`config.mk`:
```
export PLATFORM = sky130hd
export DESIGN_NAME = csm_clock_monitor
export DESIGN_NICKNAME = d
export VERILOG_FILES = /design/src/csm_pkg.sv /design/src/csm_clock_monitor.sv
export SDC_FILE = /design/constraint.sdc
export NUM_CORES = 1
export LEC_CHECK = 0
export ABC_AREA = 1
export BUFFER_PORTS_ARGS = -buffer_cell sky130_fd_sc_hd__buf_4
export CAP_MARGIN = 30
export CORE_UTILIZATION = 59
export DETAILED_ROUTE_END_ITERATION = 12
export PLACE_DENSITY = 0.82
export SETUP_SLACK_MARGIN = 0.02
export SKIP_LAST_GASP = 1
export SYNTH_ARGS = -nofsm -noshare
export SYNTH_HDL_FRONTEND = slang
export SYNTH_SLANG_ARGS = --single-unit
```
`constraint.sdc`:
```
create_clock -name clk_sys -period 4.52 [get_ports clk_sys]
set_input_delay 0.904 -clock clk_sys [delete_from_list [all_inputs] [get_ports clk_sys]]
set_output_delay 0.904 -clock clk_sys [all_outputs]
set_load 0.05 [all_outputs]
```
`src/csm_pkg.sv`:
```
package csm_pkg;

	// Register byte offsets on the APB
	localparam int          APB_AW        = 8;
	localparam logic [7:0]  OFS_OSC_CTRL  = 8'h00;
	localparam logic [7:0]  OFS_OSC_STAT  = 8'h04;
	localparam logic [7:0]  OFS_IRQ_FLAGS = 8'h08;
	localparam logic [7:0]  OFS_IRQ_ENS   = 8'h0C;
	localparam logic [7:0]  OFS_TMR1_CTRL = 8'h10;
	localparam logic [7:0]  OFS_CONFIG    = 8'h14;

	// Field positions
	localparam int CTRL_SCS_LSB   = 0;
	localparam int CTRL_IRCF_LSB  = 3;
	localparam int STAT_STARTUP_TIMEOUT_FLAG_BIT  = 5;
	localparam int STAT_T1RDY_BIT = 7;
	localparam int IRQ_OSF_BIT    = 7;
	localparam int T1C_OSCEN_BIT  = 3;
	localparam int CFG_FOSC_LSB   = 0;
	localparam int CFG_TWO_SPEED_ENABLE_BIT   = 12;
	localparam int CFG_FAIL_MONITOR_ENABLE_BIT  = 13;

	// Reset values
	localparam logic [3:0] IRCF_RESET  = 4'h7;
	localparam logic [1:0] SCS_RESET   = 2'h0;
	localparam logic [2:0] FOSC_RESET  = 3'h0;
	localparam logic       TWO_SPEED_ENABLE_RESET  = 1'b1;
	localparam logic       FAIL_MONITOR_ENABLE_RESET = 1'b1;

	// Primary oscillator modes; codes 5 to 7 are external clock input
	localparam logic [2:0] FOSC_LP     = 3'h0;
	localparam logic [2:0] FOSC_XT     = 3'h1;
	localparam logic [2:0] FOSC_HS     = 3'h2;
	localparam logic [2:0] FOSC_RC     = 3'h3;
	localparam logic [2:0] FOSC_INTERNAL_OSC_BLOCK = 3'h4;

	// Clock select codes; upper bit set means internal block
	localparam logic [1:0] SCS_PRIMARY   = 2'h0;
	localparam logic [1:0] SCS_SECONDARY = 2'h1;

	// Timing counts in oscillator cycles
	localparam int OST_CYCLES = 1024;
	localparam int CLOCK_FAIL_MONITOR_DIV   = 64;
	localparam int CLOCK_FAIL_MONITOR_HALF  = CLOCK_FAIL_MONITOR_DIV / 2;

	// Raw oscillator inputs
	typedef struct packed {
		logic ext_clk;
		logic t1_clk;
		logic lf_clk;
		logic int_clk;
	} csm_osc_s;

	// Configuration word fields
	typedef struct packed {
		logic       fail_monitor_enable;
		logic       two_speed_enable;
		logic [2:0] fosc;
	} csm_cfg_s;

	// System clock source currently in use
	typedef enum logic [1:0] {
		SRC_INTERNAL,
		SRC_PRIMARY,
		SRC_SECONDARY
	} csm_src_e;

	// True for the three crystal modes
	function automatic logic csm_is_crystal(input logic [2:0] fosc);
		csm_is_crystal = (fosc == FOSC_LP) || (fosc == FOSC_XT) ||
			(fosc == FOSC_HS);
	endfunction : csm_is_crystal

endpackage : csm_pkg

```
`src/csm_clock_monitor.sv`:
```
`timescale 1ns/10ps

module csm_clock_monitor
	import csm_pkg::*;
(
	input  wire logic                  clk_sys,
	input  wire logic                  resetn,
	input  wire logic                  clk_en,
	input  wire logic                  psel,
	input  wire logic                  penable,
	input  wire logic                  pwrite,
	input  wire logic [APB_AW-1:0]     paddr,
	input  wire logic [31:0]           pwdata,
	output logic      [31:0]           prdata,
	output logic                       pready,
	output logic                       pslverr,
	input  wire csm_pkg::csm_osc_s     osc_pins,
	input  wire logic                  power_up_timer_done,
	input  wire logic                  cpu_sleep,
	output csm_pkg::csm_src_e          sysclk_source,
	output logic                       sysclk_hold_low,
	output logic                       exec_stall,
	output logic      [3:0]            internal_freq_select,
	output logic                       tmr1_osc_run,
	output logic                       startup_timeout_flag,
	output logic                       osc_fail_irq
);
	import csm_pkg::*;

	// Sequencer states
	typedef enum logic [2:0] {
		ST_HALT,
		ST_INTERNAL,
		ST_COUNT,
		ST_WAIT_INT_FALL,
		ST_WAIT_EXT_FALL,
		ST_EXTERNAL,
		ST_FAILSAFE
	} csm_state_e;

	csm_state_e  state_reg;              // Sequencer state
	csm_state_e  state_next;             // Its next value
	logic [3:0]  sync1_reg;              // First synchroniser stage
	logic [3:0]  sync2_reg;              // Second stage
	logic [3:0]  sync3_reg;              // Third stage
	logic [3:0]  filt_reg;               // Agreed oscillator levels
	logic [3:0]  filt_d_reg;             // Levels one cycle earlier
	logic [3:0]  agree;                  // Stages two and three agree
	csm_osc_s    fall;                   // Falling edge per oscillator
	csm_osc_s    rise;                   // Rising edge per oscillator
	logic [3:0]  ircf_reg;               // Internal frequency select
	logic [1:0]  scs_reg;                // System clock select
	logic        osf_flag_reg;           // Oscillator fail flag
	logic        osf_flag_next;          // Its next value
	logic        osf_en_reg;             // Fail interrupt enable
	logic        t1en_reg;               // Secondary oscillator enable
	csm_cfg_s    cfg_reg;                // Configuration word
	logic        startup_timeout_flag_reg;               // Start-up timeout flag
	logic        startup_timeout_flag_next;              // Its next value
	logic [10:0] ost_cnt_reg;            // Start-up timer count
	logic [10:0] t1_cnt_reg;             // Secondary warm-up count
	logic        t1_rdy_reg;             // Secondary warm-up done
	logic [4:0]  div_cnt_reg;            // Sample clock divider
	logic        sample_reg;             // Sample clock level
	logic        latch_reg;              // Fail detector latch
	logic        armed_reg;              // A sample rise seen while active
	logic        started_reg;            // Power-up start issued
	logic        sleep_d_reg;            // Sleep level one cycle earlier
	logic        restart_reg;            // Select change written last cycle
	logic [31:0] prdata_reg;             // Read data held for access
	logic [31:0] rd_mux;                 // Read data selected by address
	logic        set_startup_timeout_flag;               // Flag set this cycle
	logic        clr_startup_timeout_flag;               // Flag clear this cycle
	logic        fail_evt;               // Failover this cycle

	// Bus decode
	wire setup      = psel & ~penable;
	wire access     = psel & penable;
	wire hit_ctrl   = (paddr == OFS_OSC_CTRL);
	wire hit_stat   = (paddr == OFS_OSC_STAT);
	wire hit_flags  = (paddr == OFS_IRQ_FLAGS);
	wire hit_ens    = (paddr == OFS_IRQ_ENS);
	wire hit_t1c    = (paddr == OFS_TMR1_CTRL);
	wire hit_cfg    = (paddr == OFS_CONFIG);
	wire hit_any    = hit_ctrl | hit_stat | hit_flags | hit_ens |
		hit_t1c | hit_cfg;
	wire wr_en      = access & pwrite & clk_en;
	wire wr_ctrl    = wr_en & hit_ctrl;
	wire [1:0] scs_wdata = pwdata[CTRL_SCS_LSB +: 2];

	// Source decode from the select field and mode
	wire sel_internal = scs_reg[1] |
		((scs_reg == SCS_PRIMARY) & (cfg_reg.fosc == FOSC_INTERNAL_OSC_BLOCK));
	wire sel_secondary = (scs_reg == SCS_SECONDARY);
	wire needs_ost = sel_secondary |
		((scs_reg == SCS_PRIMARY) & csm_is_crystal(cfg_reg.fosc));
	wire two_speed_ok = cfg_reg.two_speed_enable & (scs_reg == SCS_PRIMARY) &
		csm_is_crystal(cfg_reg.fosc);
	wire mon_fall = sel_secondary ? fall.t1_clk : fall.ext_clk;

	// Start events: power-up, wake from sleep, select change
	wire wake    = sleep_d_reg & ~cpu_sleep;
	wire restart = (~started_reg & power_up_timer_done) | wake |
		restart_reg;

	// Sample clock edges and fail detection
	wire div_wrap    = rise.lf_clk &
		(div_cnt_reg == 5'(CLOCK_FAIL_MONITOR_HALF - 1));
	wire sample_rise = div_wrap & ~sample_reg;
	wire sample_fall = div_wrap & sample_reg;
	wire mon_active  = cfg_reg.fail_monitor_enable & (state_reg == ST_EXTERNAL);
	// A fall in the sample-fall cycle still counts as a live clock
	wire clock_fail_monitor_fail   = mon_active & armed_reg & sample_fall &
		~latch_reg & ~mon_fall;
	wire ost_done    = mon_fall &
		(ost_cnt_reg == 11'(OST_CYCLES - 1));

	// Combine agreeing synchroniser stages into edges
	assign agree = ~(sync2_reg ^ sync3_reg);
	assign fall  = csm_osc_s'(filt_d_reg & ~filt_reg);
	assign rise  = csm_osc_s'(~filt_d_reg & filt_reg);

	// Synchronise oscillator pins; stage one feeds stage two only
	always_ff @(posedge clk_sys or negedge resetn)
	begin
		if (!resetn)
		begin
			sync1_reg  <= 4'h0;
			sync2_reg  <= 4'h0;
			sync3_reg  <= 4'h0;
			filt_reg   <= 4'h0;
			filt_d_reg <= 4'h0;
		end
		else if (clk_en)
		begin
			sync1_reg  <= osc_pins;
			sync2_reg  <= sync1_reg;
			sync3_reg  <= sync2_reg;
			filt_reg   <= (agree & sync2_reg) | (~agree & filt_reg);
			filt_d_reg <= filt_reg;
		end
	end

	// Clock sequencer
	always_comb
	begin
		state_next = state_reg;
		set_startup_timeout_flag   = 1'b0;
		clr_startup_timeout_flag   = 1'b0;
		fail_evt   = 1'b0;
		if (cpu_sleep)
		begin
			// Sleep abandons any start-up and any failsafe state
			state_next = ST_HALT;
			clr_startup_timeout_flag   = 1'b1;
		end
		else if (restart)
		begin
			clr_startup_timeout_flag = 1'b1;
			if (sel_internal)
				state_next = ST_INTERNAL;
			else if (needs_ost)
				state_next = ST_COUNT;
			else
			begin
				// Clock and RC sources need no stabilisation
				state_next = ST_EXTERNAL;
				set_startup_timeout_flag   = 1'b1;
			end
		end
		else
		begin
			unique case (state_reg)
				ST_HALT, ST_INTERNAL, ST_FAILSAFE:
				begin
					// Stay on internal clock until a new start
					state_next = state_reg;
				end
				ST_COUNT:
				begin
					if (ost_done)
						state_next = ST_WAIT_INT_FALL;
				end
				ST_WAIT_INT_FALL:
				begin
					if (fall.int_clk)
					begin
						state_next = ST_WAIT_EXT_FALL;
						set_startup_timeout_flag   = ~sel_secondary;
					end
				end
				ST_WAIT_EXT_FALL:
				begin
					if (mon_fall)
						state_next = ST_EXTERNAL;
				end
				ST_EXTERNAL:
				begin
					if (clock_fail_monitor_fail)
					begin
						state_next = ST_FAILSAFE;
						clr_startup_timeout_flag   = 1'b1;
						fail_evt   = 1'b1;
					end
				end
			endcase
		end
	end

	// Flag and fail flag next values; hardware set wins
	assign startup_timeout_flag_next = set_startup_timeout_flag | (startup_timeout_flag_reg & ~clr_startup_timeout_flag);
	assign osf_flag_next = fail_evt |
		((wr_en & hit_flags) ? pwdata[IRQ_OSF_BIT] : osf_flag_reg);

	// Sequencer state, start-up counter and start bookkeeping
	always_ff @(posedge clk_sys or negedge resetn)
	begin
		if (!resetn)
		begin
			state_reg   <= ST_HALT;
			ost_cnt_reg <= 11'h000;
			startup_timeout_flag_reg    <= 1'b0;
			started_reg <= 1'b0;
			sleep_d_reg <= 1'b0;
			restart_reg <= 1'b0;
		end
		else if (clk_en)
		begin
			state_reg   <= state_next;
			startup_timeout_flag_reg    <= startup_timeout_flag_next;
			started_reg <= started_reg | power_up_timer_done;
			sleep_d_reg <= cpu_sleep;
			restart_reg <= wr_ctrl & (scs_wdata != scs_reg);
			// Any new start, even while counting, begins from zero
			if (state_next != ST_COUNT || state_reg != ST_COUNT ||
				restart)
				ost_cnt_reg <= 11'h000;
			else if (mon_fall)
				ost_cnt_reg <= ost_cnt_reg + 11'h001;
		end
	end

	// Sample clock divider and fail detector latch
	always_ff @(posedge clk_sys or negedge resetn)
	begin
		if (!resetn)
		begin
			div_cnt_reg <= 5'h00;
			sample_reg  <= 1'b0;
			latch_reg   <= 1'b0;
			armed_reg   <= 1'b0;
		end
		else if (clk_en)
		begin
			if (div_wrap)
			begin
				div_cnt_reg <= 5'h00;
				sample_reg  <= ~sample_reg;
			end
			else if (rise.lf_clk)
				div_cnt_reg <= div_cnt_reg + 5'h01;
			// External fall sets, sample rise clears; set wins
			if (mon_fall)
				latch_reg <= 1'b1;
			else if (sample_rise)
				latch_reg <= 1'b0;
			if (!mon_active)
				armed_reg <= 1'b0;
			else if (sample_rise)
				armed_reg <= 1'b1;
		end
	end

	// Secondary oscillator warm-up tracking
	always_ff @(posedge clk_sys or negedge resetn)
	begin
		if (!resetn)
		begin
			t1_cnt_reg <= 11'h000;
			t1_rdy_reg <= 1'b0;
		end
		else if (clk_en)
		begin
			if (!t1en_reg)
			begin
				t1_cnt_reg <= 11'h000;
				t1_rdy_reg <= 1'b0;
			end
			else if (fall.t1_clk && !t1_rdy_reg)
			begin
				t1_cnt_reg <= t1_cnt_reg + 11'h001;
				t1_rdy_reg <= (t1_cnt_reg == 11'(OST_CYCLES - 1));
			end
		end
	end

	// Software registers; hardware never writes the select field
	always_ff @(posedge clk_sys or negedge resetn)
	begin
		if (!resetn)
		begin
			ircf_reg     <= IRCF_RESET;
			scs_reg      <= SCS_RESET;
			osf_flag_reg <= 1'b0;
			osf_en_reg   <= 1'b0;
			t1en_reg     <= 1'b0;
			cfg_reg      <= '{FAIL_MONITOR_ENABLE_RESET, TWO_SPEED_ENABLE_RESET, FOSC_RESET};
			prdata_reg   <= 32'h0000_0000;
		end
		else if (clk_en)
		begin
			osf_flag_reg <= osf_flag_next;
			if (wr_ctrl)
			begin
				ircf_reg <= pwdata[CTRL_IRCF_LSB +: 4];
				scs_reg  <= scs_wdata;
			end
			if (wr_en && hit_ens)
				osf_en_reg <= pwdata[IRQ_OSF_BIT];
			if (wr_en && hit_t1c)
				t1en_reg <= pwdata[T1C_OSCEN_BIT];
			if (wr_en && hit_cfg)
			begin
				cfg_reg.fosc  <= pwdata[CFG_FOSC_LSB +: 3];
				cfg_reg.two_speed_enable  <= pwdata[CFG_TWO_SPEED_ENABLE_BIT];
				cfg_reg.fail_monitor_enable <= pwdata[CFG_FAIL_MONITOR_ENABLE_BIT];
			end
			if (setup)
				prdata_reg <= rd_mux;
		end
	end

	// Read data selection
	always_comb
	begin
		rd_mux = 32'h0000_0000;
		if (hit_ctrl)
		begin
			rd_mux[CTRL_IRCF_LSB +: 4] = ircf_reg;
			rd_mux[CTRL_SCS_LSB +: 2]  = scs_reg;
		end
		if (hit_stat)
		begin
			// Secondary reads ready whenever it is disabled
			rd_mux[STAT_T1RDY_BIT] = ~t1en_reg | t1_rdy_reg;
			rd_mux[STAT_STARTUP_TIMEOUT_FLAG_BIT]  = startup_timeout_flag_reg;
		end
		if (hit_flags)
			rd_mux[IRQ_OSF_BIT] = osf_flag_reg;
		if (hit_ens)
			rd_mux[IRQ_OSF_BIT] = osf_en_reg;
		if (hit_t1c)
			rd_mux[T1C_OSCEN_BIT] = t1en_reg;
		if (hit_cfg)
		begin
			rd_mux[CFG_FOSC_LSB +: 3] = cfg_reg.fosc;
			rd_mux[CFG_TWO_SPEED_ENABLE_BIT]      = cfg_reg.two_speed_enable;
			rd_mux[CFG_FAIL_MONITOR_ENABLE_BIT]     = cfg_reg.fail_monitor_enable;
		end
	end

	// Outputs
	assign prdata  = prdata_reg;
	assign pready  = 1'b1;
	assign pslverr = access & ~hit_any;
	assign sysclk_source = (state_reg != ST_EXTERNAL) ? SRC_INTERNAL :
		(sel_secondary ? SRC_SECONDARY : SRC_PRIMARY);
	assign sysclk_hold_low      = (state_reg == ST_WAIT_EXT_FALL);
	assign exec_stall = ((state_reg == ST_COUNT) ||
		(state_reg == ST_WAIT_INT_FALL)) &
		(scs_reg == SCS_PRIMARY) & ~two_speed_ok;
	assign internal_freq_select = ircf_reg;
	assign tmr1_osc_run         = t1en_reg;
	assign startup_timeout_flag = startup_timeout_flag_reg;
	assign osc_fail_irq         = osf_flag_reg & osf_en_reg;

	// Checks
	a_sleep_abort: assert property (
		@(posedge clk_sys) disable iff (!resetn)
		clk_en && cpu_sleep |=> !startup_timeout_flag &&
			sysclk_source == SRC_INTERNAL)
		else $error("sleep did not abort start-up");

	a_startup_timeout_flag_set_edge: assert property (
		@(posedge clk_sys) disable iff (!resetn)
		clk_en && !cpu_sleep && !restart &&
		state_reg == ST_WAIT_INT_FALL && fall.int_clk &&
		scs_reg == SCS_PRIMARY
		|=> startup_timeout_flag && sysclk_hold_low)
		else $error("flag not set at internal fall");

	a_ost_full_count: assert property (
		@(posedge clk_sys) disable iff (!resetn)
		$rose(state_reg == ST_WAIT_INT_FALL)
		|-> $past(ost_cnt_reg) == 11'd1023)
		else $error("start-up timer ended early");

	a_fail_switch: assert property (
		@(posedge clk_sys) disable iff (!resetn)
		clk_en && clock_fail_monitor_fail && !cpu_sleep && !restart
		|=> sysclk_source == SRC_INTERNAL && osf_flag_reg)
		else $error("failover did not happen");

	a_fail_irq: assert property (
		@(posedge clk_sys) disable iff (!resetn)
		clk_en && fail_evt && osf_en_reg && !wr_en |=> osc_fail_irq)
		else $error("fail interrupt missing");

	a_no_two_speed: assert property (
		@(posedge clk_sys) disable iff (!resetn)
		state_reg == ST_COUNT && scs_reg == SCS_PRIMARY
		|-> csm_is_crystal(cfg_reg.fosc))
		else $error("start-up count outside crystal mode");

	a_monitor_idle: assert property (
		@(posedge clk_sys) disable iff (!resetn)
		$rose(state_reg == ST_FAILSAFE)
		|-> $past(state_reg) == ST_EXTERNAL && $past(cfg_reg.fail_monitor_enable))
		else $error("monitor active before expiry");

	a_sample_div: assert property (
		@(posedge clk_sys) disable iff (!resetn)
		$changed(sample_reg) |-> $past(div_cnt_reg) == 5'd31)
		else $error("sample clock divide wrong");

	a_scs_kept: assert property (
		@(posedge clk_sys) disable iff (!resetn)
		!$past(wr_ctrl) |-> $stable(scs_reg))
		else $error("select changed without a write");

endmodule : csm_clock_monitor

```
; ---- Word level (Yosys, flattened, before mapping)
; Cells that the tools add are included.
[word_totals]
ff_bits = 82
input_bits = 52
output_inout_bits = 45
wordCells = 189
[classes]
add_sub_neg = 3
n_eq_ne = 24
muxes = 46
n_bitwise = 61
n_reduce_logical = 29
[ops]
columns = cell, n
row1 = 11-bit 2-to-1 mux, 4
row2 = 1-bit bitwise AND, 27
row3 = 3-bit 2-to-1 mux, 9
row4 = 1-bit 2-to-1 mux, 25
row5 = "11-bit by 1-bit adder with 11-bit output, second input constant", 2
row6 = "11-bit by 10-bit == test with 1-bit output, second input constant", 2
row7 = 2-bit AND reduction, 11
row8 = "8-bit by 4-bit == test with 1-bit output, second input constant", 2
row9 = "8-bit by 5-bit == test with 1-bit output, second input constant", 2
row10 = 3-bit case mux with 5 select lines, 1
row11 = 1-bit bitwise OR, 13
row12 = 4-bit bitwise AND, 3
row13 = "3-bit == test, second input constant", 4
row14 = 4-bit NOT, 3
row15 = 1-bit NOT, 11
row16 = 5-bit 2-to-1 mux, 2
row17 = "3-bit by 2-bit == test with 1-bit output, second input constant", 3
row18 = "8-bit by 3-bit == test with 1-bit output, second input constant", 1
row19 = 8-bit zero test, 1
row20 = 2-bit 2-to-1 mux, 4
row21 = "3-bit by 1-bit == test with 1-bit output, second input constant", 2
row22 = 3-bit zero test, 2
row23 = "3-bit by 2-bit != test with 1-bit output, second input constant", 2
row24 = 2-bit nonzero test, 3
row25 = other kinds (17), 24

; ---- Logic depth before layout (Yosys ltp)
[logic_depth]
word_depth = 16
ltp_mapped = 16
ltp_nobuf = 16

; ---- Worst setup path before layout
; No wires, ideal clock.
[synth_timing]
path_kind = input port to output port
start = input paddr[1]
end = output pslverr
arrival_ps = 2392
required_ps = 3616
slack_ps = 1224
path_stages = 5
path_buffers = 0
cell_sequence = or2_2 -> nor3_1 -> nand2_1 -> inv_1 -> nor3_1
[synth_via]
elab_chain_len = 8
word_cells_on_any_way = 13
cone_classes = 5 x eq/ne / 7 x bitwise / 1 x reduce/logical
[synth_rtl]
columns = item, line
row1 = "start, declared", csm_clock_monitor.sv:12  ; input wire logic [APB_AW-1:0] paddr,
row2 = 8-bit by 3-bit == test with 1-bit output or 8-bit zero test (tied branches), "csm_clock_monitor.sv:80, csm_clock_monitor.sv:79"
row3 = 1-bit bitwise OR (4 in series), csm_clock_monitor.sv:85  ; wire hit_any = hit_ctrl | hit_stat | hit_flags | hit_ens |
row4 = 1-bit bitwise OR (*), csm_clock_monitor.sv:86  ; hit_t1c | hit_cfg;
row5 = 1-bit NOT (*), csm_clock_monitor.sv:365  ; assign pslverr = access & ~hit_any;
row6 = 1-bit bitwise AND (*), csm_clock_monitor.sv:365
row7 = "end, declared", csm_clock_monitor.sv:16  ; output logic pslverr,
; Mark *: on every way between the ends. The rest lies on a longest branch, timed or not.

; ---- Worst setup path in the final report
; Ends and elaborated chain as after synthesis.

==> run summary <==
Top-area cell type share of the netlist area -> 44.19%
GRT Util Overall -> 24.31%
Worst Tran Pin Value -> 0.5687 ns
Count leader, synth -> nand2_1
Crit-path max FO -> 6
Mapped Cells -> 533
Post-route DRC -> 0
Dpl hpwl -> 6.149 mm
Antenna violations before repair -> 0
Startpoint types -> primary input
Setup_tns -> 0 ns
Final core occ -> 71.16%
Clk_lat worst skew -> 0.35 ns
WHS -> 0.4555 ns
IO buf count -> 51
Async SR Flop Fraction -> 100.0%
RSZ-0062 raised after global routing -> no
Final wirelength -> 8.573 mm
Vias per cell -> 5.223
Ports -> 97
Final Setup Violations -> 0
Post-CTS Setup Bufs -> 0
Fin crit period -> 3.218 ns
Relative slew slack -> 61.88%
Worst Path Required -> 3.62 ns
Sequential area share after synthesis -> 47.20%
DIE HEIGHT -> 87.97 um
Mapped Area -> 0.004360 mm2
Worst EP arrival -> 2.31 ns
Final clock skew -> 0.007407 ns
Peak Freq -> 310.8 MHz
Die Span X -> 87.97 um
Final worst path period share -> 71.19%
Largest net degree at the start of global routing -> 46
Final hold vios -> 0
Hold buffer count at cts -> 0
Area Growth Syn to Fin -> 13.95%
Core Box Area -> 0.006982 mm2
Vias in the first global route -> 3444
Synth cell count leaders -> nand2_1 (131), dfrtp_1 (77), inv_1 (64)
Routed len/inst -> 12.48 um
Routed Antenna Nets -> 0
Synth warn -> 0
Syn Area/Cell -> 8.181 um2
Area contributors post-synth -> dfrtp_1 (44%), nand2_1 (11%), inv_1 (5.5%), o21ai_0 (4.4%), buf_4 (4.1%)
Seq cells post-synth -> 82
Maxcap violations -> 0
Global-route wire length before repair -> 14.76 mm
# rows -> 30
Setup WS pre-CTS -> 1.351 ns
EDFF count, synth -> 0
Pwr/cell area -> 339.2 mW/mm2
Die ar. -> 0.007739 mm2
Overflow left after global routing -> 0
H-tree Lvls -> 3
RD Place Congestion -> 0.8454
Max-slew violations -> 0
Peak VDD IR -> 0.0001945 V
Routed via count -> 3588
TritonCTS clock tree -> done
Starting density of the core -> 62.46%
DRT iter0 DRCs -> 192
Hold/Removal Path Class -> reg2reg
Clk sink count -> 82
CTS root buf -> clkbuf_8
Total leakage power -> 0.002558 uW
Most used DFF post-synth -> dfrtp_1
Critical path type -> in2out
Layout fillers -> 573
Clk buf depth -> 2
Share of layout cells above drive strength 1 -> 18.27%
CTS buffer count -> 9
Distinct cells, synth -> 43
Largest area contributor in the netlist -> dfrtp_1
Critical path capture point type -> output pin
CTS clock-pin slew for the worst setup and hold paths -> 0.08 ns
Final WS setup -> 1.302 ns
Overall power -> 1685 uW
Post-cts resize count -> 0
Diodes inserted -> 0
NumNets Final -> 644
Status -> completed
Drt pass-1 iters -> 7
[final cells by class]
type / instances / area [um2] / area share (%)
sequential: 82 / 2058 / 41.43
timing repair buffer: 52 / 402.9 / 8.109
multi-input combinational: 367 / 1893 / 38.10
inverter: 74 / 279.0 / 5.616
tap: 96 / 120.1 / 2.418
clock inverter: 3 / 46.29 / 0.9318
clock buffer: 13 / 168.9 / 3.400
[per-layer routing]
layer,part of all wire (%),GRT usage (%),vias up
met5,0,0,-
met4,1.6,10.73,0
met3,4.6,3.770,13
met2,49,42.07,103
met1,45,30.15,1697
li1,-,-,1775
[where the power goes]
part           leakage [uW]  switching (uW)  internal (uW)
Clock              0.000106             259            302
Sequential          0.00104            40.0            791
Combinational       0.00141             205           88.8
[final timing paths]
check                               start                      end  slack, ns  cells after the start
min in group asynchronous          resetn  internal_freq_select[3]       0.50                      1
max in group asynchronous          resetn               cfg_reg[4]       3.36                      2
setup / recovery                 paddr[1]                  pslverr       1.30                      7
hold reg to reg               started_reg              started_reg       0.46                      2
hold / removal                started_reg              started_reg       0.46                      2
setup reg to reg           div_cnt_reg[0]           ost_cnt_reg[4]       2.21                     16
[cells by family after synthesis]
group | Yosys count | synth area share [%]
AND/OR/NAND/NOR | 239 | 26.00
buffers and inverters | 105 | 11.19
AO/OA/AOI/OAI | 86 | 11.05
flip-flops | 82 | 47.20
XOR/XNOR | 12 | 2.410
adder cells (fa/ha/maj) | 6 | 1.722
other | 2 | 0.1722
multiplexers | 1 | 0.2582
[worst max-delay path, stage by stage]
cell	delay [ns]
buf_4	0.10
or2_2	0.33
nor3_1	0.32
nand2_1	0.25
inv_1	0.14
nor3_1	0.06
buf_4	0.20
[placed cells by master (no fill, tap or decap), types with 2 or more instances in the layout]
cell | synthesis | layout
o21ai_1 | 4 | 4
a21oi_1 | 24 | 24
a31oi_1 | 4 | 4
nor3_2 | 3 | 3
o21ai_0 | 38 | 38
nor2_4 | 2 | 2
nand3_2 | 3 | 3
xor2_1 | 11 | 11
nor3b_1 | 3 | 3
nand2_1 | 131 | 131
nor2_1 | 35 | 35
nand2_2 | 3 | 3
or2_2 | 5 | 5
nand4_1 | 12 | 12
conb_1 | 2 | 23
o31ai_1 | 7 | 7
ha_1 | 6 | 6
clkbuf_8 | 0 | 12
buf_4 | 24 | 51
inv_1 | 64 | 64
inv_2 | 8 | 8
nand2_4 | 5 | 5
nor3_1 | 13 | 13
nor4_1 | 3 | 3
o22ai_1 | 3 | 3
nand3_1 | 18 | 18
dfstp_2 | 5 | 5
dfrtp_1 | 77 | 77
[metrics by stage]
step	std cells	cell area (um2)
floorplan	554	4439
global placement	670	4733
detailed placement	671	4753
CTS	687	4969
global route	687	4969
finish	687	4969
(Power assumes the default switching activity.)
